[src/shared/ulpi_access_regs.svh]
// Purpose: Constants for the transceiver-side link protocol logic
// Assumes: Single clock, rising edge transfers
// Notes: Command codes, field offsets and timing values only, no logic
`ifndef ULPI_ACCESS_REGS_SVH
`define ULPI_ACCESS_REGS_SVH
`define CMD_KIND_HI 7
`define CMD_KIND_LO 6
`define CMD_KIND_IDLE 2'h0
`define CMD_KIND_TX 2'h1
`define CMD_KIND_WR 2'h2
`define CMD_KIND_RD 2'h3
`define CMD_EXT_ADDR 6'h2f
`define IDLE_BYTE 8'h00
`define ADDR_WIDTH 8
`define STATUS_LS_LO 0
`define STATUS_VB_LO 2
`define STATUS_EV_LO 4
`define STATUS_ID_BIT 6
`define START_DELAY_NS 100
`define CLK_PERIOD_NS 10
`endif

[src/shared/ulpi_access_pkg.sv]
// Purpose: Types shared by the protocol logic
// Assumes: Nothing beyond the constants header
// Notes: States of the bus controller
package ulpi_access_pkg;
   typedef enum logic [3:0] {
      ST_START, ST_IDLE, ST_WR_ACK, ST_WR_EXT, ST_WR_DATA, ST_WR_END,
      ST_RD_ACK, ST_RD_EXT, ST_RD_TURN, ST_RD_DATA, ST_TURN_BACK,
      ST_STAT_TURN, ST_STAT_SEND, ST_TX
   } bus_state_e;
   typedef logic [7:0] byte_t;
endpackage : ulpi_access_pkg

[src/ulpi_protocol.sv]
// Purpose: Transceiver side of the link bus: commands, registers, status
// Assumes: Link keeps its side of the handshakes
// Notes: Register array is local; status bytes pass a two-entry buffer
`include "ulpi_access_regs.svh"

// Behaviour
// - Command 01b is transmit; low 6 bits go out as tx_pid with tx_start, zero included
// - Command 10b is immediate write with 6-bit address
// - Write with address 101111b takes full address from next byte
// - Command 11b is immediate read with 6-bit address
// - Read with address 2Fh takes full address from a later byte
// - Register contents held in low power mode
// - Raise throttle ack for command and any address byte, drop ack, take data byte next edge, store
// - Owner flag stays low during write; commit on the edge where halt strobe is high
// - Read: ack takes command, then owner flag rises and ack drops together
// - After turnaround drive register value one cycle, then release bus
// - Extended read reads address byte, takes bus, returns data
// - Status byte sent only while device owns bus in synchronous mode
// - Line level change with owner flag low sends status at once
// - During receive send status whenever owning bus and ack low
// - During transmit withhold status until halt strobe seen
// - VBUS or ID comparator change sends a status byte
// - Status after start-up release if halt strobe is low then, and after leaving low power on halt
// - One turnaround cycle on each owner change; bus ignored then
// - Single data rate on rising edges of the interface clock
module ulpi_protocol
   import ulpi_access_pkg::*;
#(
   parameter int START_DELAY_NS = `START_DELAY_NS
) (
   input wire logic ref_clk,
   input wire logic rst,
   input wire logic [7:0] bus_in,
   output logic [7:0] bus_out,
   output logic bus_oe,
   output logic bus_owner,
   output logic throttle_ack,
   input wire logic halt_strobe,
   input wire logic [1:0] line_level,
   input wire logic [1:0] vbus_state,
   input wire logic id_state,
   input wire logic [1:0] rx_event,
   input wire logic rx_active,
   input wire logic suspend_mode,
   output logic [5:0] tx_pid,
   output logic tx_start
);
   import ulpi_access_pkg::*;

   localparam int START_CYC_RAW = (START_DELAY_NS + `CLK_PERIOD_NS - 1)
      / `CLK_PERIOD_NS;
   localparam int START_CYC = (START_CYC_RAW < 1) ? 1 : START_CYC_RAW;

   // ==========================================================
   // Input synchronisers (pins outside the clock domain)
   logic [1:0] ll_s1, ll_s2, vb_s1, vb_s2, ev_s1, ev_s2;
   logic id_s1, id_s2, ra_s1, ra_s2, sm_s1, sm_s2;
   logic [1:0] ll_last_r, vb_last_r;
   logic id_last_r, sm_last_r;

   always_ff @(posedge ref_clk or posedge rst)
   begin
      if (rst)
      begin
         {ll_s1, ll_s2, vb_s1, vb_s2, ev_s1, ev_s2} <= '0;
         {id_s1, id_s2, ra_s1, ra_s2, sm_s1, sm_s2} <= '0;
         ll_last_r <= 2'h0;
         vb_last_r <= 2'h0;
         id_last_r <= 1'b0;
         sm_last_r <= 1'b0;
      end
      else
      begin
         ll_s1 <= line_level;
         ll_s2 <= ll_s1;
         vb_s1 <= vbus_state;
         vb_s2 <= vb_s1;
         ev_s1 <= rx_event;
         ev_s2 <= ev_s1;
         id_s1 <= id_state;
         id_s2 <= id_s1;
         ra_s1 <= rx_active;
         ra_s2 <= ra_s1;
         sm_s1 <= suspend_mode;
         sm_s2 <= sm_s1;
         ll_last_r <= ll_s2;
         vb_last_r <= vb_s2;
         id_last_r <= id_s2;
         sm_last_r <= sm_s2;
      end
   end

   // ==========================================================
   // Status byte buffer
   logic [7:0] stat_byte;
   logic stat_push, stat_in_rdy, stat_out_vld, stat_pop;
   logic [7:0] stat_out;

   always_comb
   begin
      stat_byte = '0;
      stat_byte[`STATUS_LS_LO +: 2] = ll_s2;
      stat_byte[`STATUS_VB_LO +: 2] = vb_s2;
      stat_byte[`STATUS_EV_LO +: 2] = ev_s2;
      stat_byte[`STATUS_ID_BIT] = id_s2;
   end

   skid_buffer #(.WIDTH(8)) u_stat_buf (
      .ref_clk(ref_clk),
      .rst(rst),
      .in_data(stat_byte),
      .in_valid(stat_push),
      .in_ready(stat_in_rdy),
      .out_data(stat_out),
      .out_valid(stat_out_vld),
      .out_ready(stat_pop)
   );

   // ==========================================================
   // Bus controller
   bus_state_e st_r, st_nxt;
   logic [7:0] addr_r, addr_nxt, wdata_r, wdata_nxt;
   logic [7:0] regs_r [256];
   logic wr_en;
   logic [7:0] bus_out_nxt;
   logic bus_oe_nxt, owner_nxt, ack_nxt;
   logic [7:0] out_r;
   logic oe_r, owner_r, ack_r;
   logic [15:0] start_cnt_r, start_cnt_nxt;
   logic pend_r, pend_nxt;
   logic [5:0] pid_nxt, pid_r;
   logic txs_nxt, txs_r;
   logic wake_r, wake_nxt;

   always_comb
   begin
      st_nxt = st_r;
      addr_nxt = addr_r;
      wdata_nxt = wdata_r;
      wr_en = 1'b0;
      bus_out_nxt = out_r;
      bus_oe_nxt = 1'b0;
      owner_nxt = owner_r;
      ack_nxt = 1'b0;
      start_cnt_nxt = start_cnt_r;
      pend_nxt = pend_r;
      stat_pop = 1'b0;
      pid_nxt = pid_r;
      txs_nxt = 1'b0;
      wake_nxt = wake_r;
      stat_push = 1'b0;
      // Status events: line change, comparator change, receive, wake
      if ((ll_s2 != ll_last_r) && !owner_r)
         pend_nxt = 1'b1;
      if ((vb_s2 != vb_last_r) || (id_s2 != id_last_r))
         pend_nxt = 1'b1;
      if (sm_last_r && !sm_s2)
         wake_nxt = 1'b1;
      if (ra_s2)
         pend_nxt = 1'b1;
      if (pend_r && stat_in_rdy && !sm_s2 && st_r != ST_TX)
      begin
         stat_push = 1'b1;
         pend_nxt = 1'b0;
      end
      unique case (st_r)
         ST_START:
         begin
            owner_nxt = 1'b1;
            if (start_cnt_r == 16'(START_CYC))
            begin
               if (!halt_strobe)
                  pend_nxt = 1'b1;
               owner_nxt = 1'b0;
               st_nxt = ST_TURN_BACK;
            end
            else
               start_cnt_nxt = start_cnt_r + 16'h1;
         end
         ST_IDLE:
         begin
            if (sm_s2)
               st_nxt = ST_IDLE;
            else if (wake_r && halt_strobe)
            begin
               wake_nxt = 1'b0;
               pend_nxt = 1'b1;
            end
            else if (bus_in[`CMD_KIND_HI:`CMD_KIND_LO] != `CMD_KIND_IDLE)
            begin
               ack_nxt = 1'b1;
               unique case (bus_in[`CMD_KIND_HI:`CMD_KIND_LO])
                  `CMD_KIND_WR:
                  begin
                     addr_nxt = {2'h0, bus_in[5:0]};
                     if (bus_in[5:0] == `CMD_EXT_ADDR)
                        addr_nxt = bus_in;
                     st_nxt = ST_WR_ACK;
                  end
                  `CMD_KIND_RD:
                  begin
                     addr_nxt = {2'h0, bus_in[5:0]};
                     st_nxt = ST_RD_ACK;
                     if (bus_in[5:0] == `CMD_EXT_ADDR)
                     begin
                        addr_nxt = bus_in;
                        st_nxt = ST_WR_ACK;
                     end
                  end
                  default:
                  begin
                     pid_nxt = bus_in[5:0];
                     txs_nxt = 1'b1;
                     st_nxt = ST_TX;
                  end
               endcase
            end
            else if (stat_out_vld)
            begin
               owner_nxt = 1'b1;
               st_nxt = ST_STAT_TURN;
            end
         end
         ST_WR_ACK:
         begin
            st_nxt = ST_WR_DATA;
            if (addr_r == {`CMD_KIND_RD, `CMD_EXT_ADDR})
            begin
               ack_nxt = 1'b1;
               st_nxt = ST_RD_EXT;
            end
            else if (addr_r == {`CMD_KIND_WR, `CMD_EXT_ADDR})
            begin
               ack_nxt = 1'b1;
               st_nxt = ST_WR_EXT;
            end
         end
         ST_WR_EXT:
         begin
            addr_nxt = bus_in;
            st_nxt = ST_WR_DATA;
         end
         ST_WR_DATA:
         begin
            wdata_nxt = bus_in;
            st_nxt = ST_WR_END;
         end
         ST_WR_END:
         begin
            if (halt_strobe)
            begin
               wr_en = 1'b1;
               st_nxt = ST_IDLE;
            end
         end
         ST_RD_EXT:
         begin
            addr_nxt = bus_in;
            owner_nxt = 1'b1;
            st_nxt = ST_RD_TURN;
         end
         ST_RD_ACK:
         begin
            owner_nxt = 1'b1;
            st_nxt = ST_RD_TURN;
         end
         ST_RD_TURN:
         begin
            bus_oe_nxt = 1'b1;
            bus_out_nxt = regs_r[addr_r];
            st_nxt = ST_RD_DATA;
         end
         ST_RD_DATA:
         begin
            owner_nxt = 1'b0;
            st_nxt = ST_TURN_BACK;
         end
         ST_TURN_BACK:
            st_nxt = ST_IDLE;
         ST_STAT_TURN:
         begin
            bus_oe_nxt = 1'b1;
            bus_out_nxt = stat_out;
            stat_pop = 1'b1;
            st_nxt = ST_STAT_SEND;
         end
         ST_STAT_SEND:
         begin
            if (stat_out_vld && ra_s2)
            begin
               bus_oe_nxt = 1'b1;
               bus_out_nxt = stat_out;
               stat_pop = 1'b1;
            end
            else
            begin
               owner_nxt = 1'b0;
               st_nxt = ST_TURN_BACK;
            end
         end
         ST_TX:
         begin
            ack_nxt = !halt_strobe;
            if (halt_strobe)
               st_nxt = ST_IDLE;
         end
         default:
            st_nxt = ST_IDLE;
      endcase
   end

   always_ff @(posedge ref_clk or posedge rst)
   begin
      if (rst)
      begin
         st_r <= ST_START;
         addr_r <= 8'h00;
         wdata_r <= 8'h00;
         out_r <= `IDLE_BYTE;
         oe_r <= 1'b0;
         owner_r <= 1'b1;
         ack_r <= 1'b0;
         start_cnt_r <= 16'h0;
         pend_r <= 1'b0;
         pid_r <= 6'h00;
         txs_r <= 1'b0;
         wake_r <= 1'b0;
      end
      else
      begin
         st_r <= st_nxt;
         addr_r <= addr_nxt;
         wdata_r <= wdata_nxt;
         out_r <= bus_out_nxt;
         oe_r <= bus_oe_nxt;
         owner_r <= owner_nxt;
         ack_r <= ack_nxt;
         start_cnt_r <= start_cnt_nxt;
         pend_r <= pend_nxt;
         pid_r <= pid_nxt;
         txs_r <= txs_nxt;
         wake_r <= wake_nxt;
      end
   end

   // Register array, not reset, untouched outside writes
   always_ff @(posedge ref_clk)
   begin
      if (wr_en)
         regs_r[addr_r] <= wdata_r;
   end

   assign bus_out = out_r;
   assign bus_oe = oe_r;
   assign bus_owner = owner_r;
   assign throttle_ack = ack_r;
   assign tx_pid = pid_r;
   assign tx_start = txs_r;
endmodule : ulpi_protocol

[src/skid_buffer.sv]
// Purpose: Two-entry buffer between producer and consumer
// Assumes: Same clock on both sides
// Notes: Width is a parameter, depth fixed at two
module skid_buffer #(
   parameter int WIDTH = 8
) (
   input wire logic ref_clk,
   input wire logic rst,
   input wire logic [WIDTH-1:0] in_data,
   input wire logic in_valid,
   output logic in_ready,
   output logic [WIDTH-1:0] out_data,
   output logic out_valid,
   input wire logic out_ready
);
   logic [WIDTH-1:0] mem_r [2];
   logic [WIDTH-1:0] mem_nxt [2];
   logic wp_r, wp_nxt, rp_r, rp_nxt;
   logic [1:0] cnt_r, cnt_nxt;
   logic push, pop;

   // ==========================================================
   // Next state
   always_comb
   begin
      push = in_valid && (cnt_r != 2'h2);
      pop = out_ready && (cnt_r != 2'h0);
      mem_nxt = mem_r;
      wp_nxt = wp_r;
      rp_nxt = rp_r;
      if (push)
      begin
         mem_nxt[wp_r] = in_data;
         wp_nxt = !wp_r;
      end
      if (pop)
         rp_nxt = !rp_r;
      cnt_nxt = cnt_r + {1'b0, push} - {1'b0, pop};
   end

   // ==========================================================
   // Registers
   always_ff @(posedge ref_clk or posedge rst)
   begin
      if (rst)
      begin
         mem_r[0] <= '0;
         mem_r[1] <= '0;
         wp_r <= 1'b0;
         rp_r <= 1'b0;
         cnt_r <= 2'h0;
      end
      else
      begin
         mem_r <= mem_nxt;
         wp_r <= wp_nxt;
         rp_r <= rp_nxt;
         cnt_r <= cnt_nxt;
      end
   end

   assign in_ready = (cnt_r != 2'h2);
   assign out_valid = (cnt_r != 2'h0);
   assign out_data = mem_r[rp_r];
endmodule : skid_buffer

[config.mk]
export PLATFORM = sky130hd
export DESIGN_NAME = ulpi_protocol
export DESIGN_NICKNAME = d
export VERILOG_FILES = /design/src/shared/ulpi_access_pkg.sv /design/src/ulpi_protocol.sv /design/src/skid_buffer.sv
export VERILOG_INCLUDE_DIRS = /design/src /design/src/shared
export SDC_FILE = /design/constraint.sdc
export NUM_CORES = 2
export LEC_CHECK = 0
export CAP_MARGIN = 10
export CORE_MARGIN = 4
export CORE_UTILIZATION = 45
export CTS_BUF_LIST = sky130_fd_sc_hd__clkbuf_4
export CTS_CLUSTER_SIZE = 40
export DETAILED_ROUTE_END_ITERATION = 6
export DONT_BUFFER_PORTS = 1
export PLACE_DENSITY = 0.66
export SKIP_LAST_GASP = 1
export SLEW_MARGIN = 20
export SYNTH_ARGS = -nofsm -noshare
export SYNTH_HDL_FRONTEND = slang
export SYNTH_HIERARCHICAL = 1
export SYNTH_SLANG_ARGS = --single-unit
[constraint.sdc]
create_clock -name ref_clk -period 5.23 [get_ports ref_clk]
set_clock_uncertainty 0.2 [all_clocks]
set_input_delay 0.2615 -clock ref_clk [delete_from_list [all_inputs] [get_ports ref_clk]]
set_output_delay 0.2615 -clock ref_clk [all_outputs]
set_load 0.01 [all_outputs]
==> results by group <==
Routing
  • Routed WL: 227000 um
  • Antenna Nets Post-Route: 0
  • Number of vias per cell: 5.99
  • Via count: 45500
  • Drt pass-1 iters: 6
  • Wirelength per Cell: 30.0 um
  • DRC: 0
  • Iteration-0 DRC Markers: 5935

Min path
  • Worst Hold Class: reg2reg
  • Worst Min Path Start: id_s1

Global routing
  • Remaining global-route overflow: 0
  • Vias in the first global route: 46000
  • First-pass GRT wire length: 325000 um
  • Largest net degree at the start of global routing: 181
  • Initial antenna violation count: 8
  • Total GRT Usage: 0.233

Power
  • Logic gate share of total power: 0.302
  • Clk pwr share: 0.265
  • LEAKAGE: 31.2 nW
  • NetSw: 0.0179 W
  • Switching share of power: 0.342
  • Pwr dens: 549 nW/um2
  • Worst VDD drop: 0.501 mV
  • Internal: 0.0345 W
  • Seq pwr share: 0.433

Timing
  • Slew HR: 0.208
  • RSZ-0062 raised after global routing: no
  • Fmax: 243 MHz
  • PnR worst setup slack: 1120 ps
  • Final TNS setup: 0 ps
  • Setup-failing EPs final: 0
  • Fin crit share: 0.786
  • Slew Viols, Final: 0
  • Crit path time final: 4110 ps
  • Final hold vios: 0
  • Slew of the pin with the lowest slew margin: 1180 ps

Worst setup path
  • Crit Path Category: reg2reg
  • Max incr delay on CP: 940 ps
  • Crit-path most repeated cell: nor4_1
  • Worst Setup Start Kind: register
  • Critical path's slowest cell: dfrtp_4
  • Worst path required time: 6210 ps
  • Arrival time at the worst endpoint: 5090 ps
  • Worst r2r path cells: 8
  • CP max FO: 37
  • Crit path capture: bus_out[6]
  • Critical path endpoint category: register
  • CP Cell Sequence: buf_4 > mux4_2 > o22ai_1 > nor4_1 > nor4_1 > nand2_1 > a211oi_1 > a21oi_1
  • Critical R2R Launch: addr_r[0]
  • Crit Reg-Reg Endpoint: bus_out[6]
  • Flop2flop setup slack: 1120 ps
  • Crit path launch: addr_r[0]

Finish
  • P&R area growth vs syn: 13.2%
  • Nets@finish: 4776
  • Share of cells above drive strength 1: 0.321
  • Reg area: 64000 um2
  • Fillers: 14800
  • Non-Filler Instances: 7585
  • Area occupied by multi-input gates: 18700 um2

Logic synthesis
  • Post-synth top area cell: edfxtp_1
  • Xor and xnor fraction of the mapped netlist area: 0.00260
  • Avg Cell Area, Syn: 20.5 um2
  • Compound-cell area share of the yosys netlist: 0.0277
  • Cells after Synth: 4116
  • Adder-Cell Fraction of Synth Area: 0.000593
  • Sequential cell area fraction in the yosys report: 0.759
  • Multiplexer area fraction after synthesis: 0.157
  • Synth Warn #: 6
  • Share of the synthesized area in the top cell type: 0.729
  • Yosys reg bits: 2148
  • Yosys cell types: 82
  • Post-Syn Area: 84400 um2
  • Top cells by area, synth: edfxtp_1, mux4_2, dfrtp_1
  • Synth async-reset ratio: 0.0466
  • Synth top cells by count: edfxtp_1, mux4_2, nor2_1
  • Count leader, synth: edfxtp_1
  • EDFF count, synth: 2048
  • Largest family of logic cells by synthesized area: multiplexers
  • Top_reg_cell synth: edfxtp_1
  • Post-synthesis simple-gate area fraction: 0.0330

Status
  • Status: completed

Place
  • IO buf count: 0
  • Post-Place Worst Slack: 1210 ps
  • Gp weighted congestion: 0.909
  • Cells after DPL: 6608
  • Detailed placement HPWL: 140000 um

Clock tree
  • CTS tree: done
  • Root Driver: clkbuf_4
  • CTS Buf Count: 557
  • Worst-skew pair later-pin latency: 1350 ps
  • CTS Buffer Depth: 4
  • Clock sinks: 2148
  • Post-cts repair resize count: 0
  • Post-CTS Setup Inserts: 0
  • H-tree depth: 6
  • Worst-path clk slew: 70 ps

Die
  • Total core area: 186000 um2
  • Die width: 441 um
  • Die ar.: 194000 um2
  • Initial Util: 0.454
  • Row count: 158
  • Chip height: 441 um
  • I/O pin cnt: 38

Job
  • Max cap viols: 0
## stage by stage
stage | util | total power [W] | area [um2] | hold WS (ps)
after floorplan | - | 0.0329 | 84400 | 25.3
after global placement | 0.474 | 0.0383 | 88100 | 92.8
after detailed placement | 0.474 | 0.0386 | 88200 | 84.6
after CTS | 0.513 | 0.0524 | 95400 | 78.3
after global routing | 0.514 | 0.0544 | 95500 | 128
final | 0.514 | 0.0524 | 95500 | 139
## flip-flops by register name, indices dropped and copies added (netlist names), 4 cells and up
name and cells:
st_r 4, wdata_r 8, tx_pid 6, regs_r 2048, addr_r 8, start_cnt_r 16, bus_out 8, u_stat_buf/mem_r 16
## cells in the final DEF, fill, tap and decap left out, types with 62 or more instances in the layout
cell type / instances
a21oi_1: 62
nand2_1: 121
dlygate4sd3_1: 63
mux2i_1: 172
dfrtp_1: 86
mux4_2: 452
nand3_1: 62
a22oi_1: 71
clkinv_1: 79
edfxtp_1: 2048
buf_4: 226
nor2_1: 309
clkbuf_4: 787
## per-layer routing
layer	track usage	share of wire
met5	0	0.00016
met1	0.319	0.39
met2	0.349	0.46
met3	0.0669	0.11
met4	0.108	0.046
## power groups by stage
| stage | clock network, W | logic, W | registers [W] |
|---|---|---|---|
| floorplan | 0 | 0.00927 | 0.0236 |
| global placement | 0 | 0.0153 | 0.0230 |
| detailed placement | 0 | 0.0155 | 0.0231 |
| CTS | 0.0142 | 0.0156 | 0.0227 |
| global route | 0.0152 | 0.0164 | 0.0227 |
| finish | 0.0139 | 0.0158 | 0.0227 |
## final cells by class
| type | count | area share |
|---|---|---|
| timing repair buffer | 317 | 0.0302 |
| clock buffer | 787 | 0.0619 |
| clock inverter | 115 | 0.00718 |
| antenna | 10 | 0.000262 |
| multi-input combinational | 1711 | 0.196 |
| tap | 2480 | 0.0325 |
| inverter | 17 | 0.000734 |
| sequential | 2148 | 0.671 |
## what timing repair did
| item | in CTS | in global routing |
|---|---|---|
| hold endpoints to repair | 688 | 0 |
| hold buffers | 64 | 0 |
| setup endpoints to repair | 0 | 0 |
## logic make-up after synthesis
logic type / Yosys count
AND/OR/NAND/NOR: 630
multiplexers: 708
other: 1
XOR/XNOR: 25
adder cells (fa/ha/maj): 4
buffers and inverters: 258
AO/OA/AOI/OAI: 342
flip-flops: 2148
## worst min path at each step
stage / to / slack (ps) / depth (start not counted)
2_1_floorplan: u_stat_buf/cnt_r[0] / 30 / 1
3_3_place_gp: ev_s2[1] / 90 / 1
3_5_place_dp: ll_s1[1] / 80 / 1
4_1_cts: addr_r[0] / 80 / 4
5_1_grt: tx_pid[1] / 130 / 4
6_report: id_s2 / 140 / 0
## critical path: cells and delay by family (launching register included)
kind | cells | cell delay, ps
DFF | 1 | 940
AOI/OAI and AO/OA | 3 | 690
and+or+nand+nor | 3 | 800
muxes | 1 | 600
buffers and inverters | 1 | 600
Note: power is estimated with default switching activity, not from simulation.
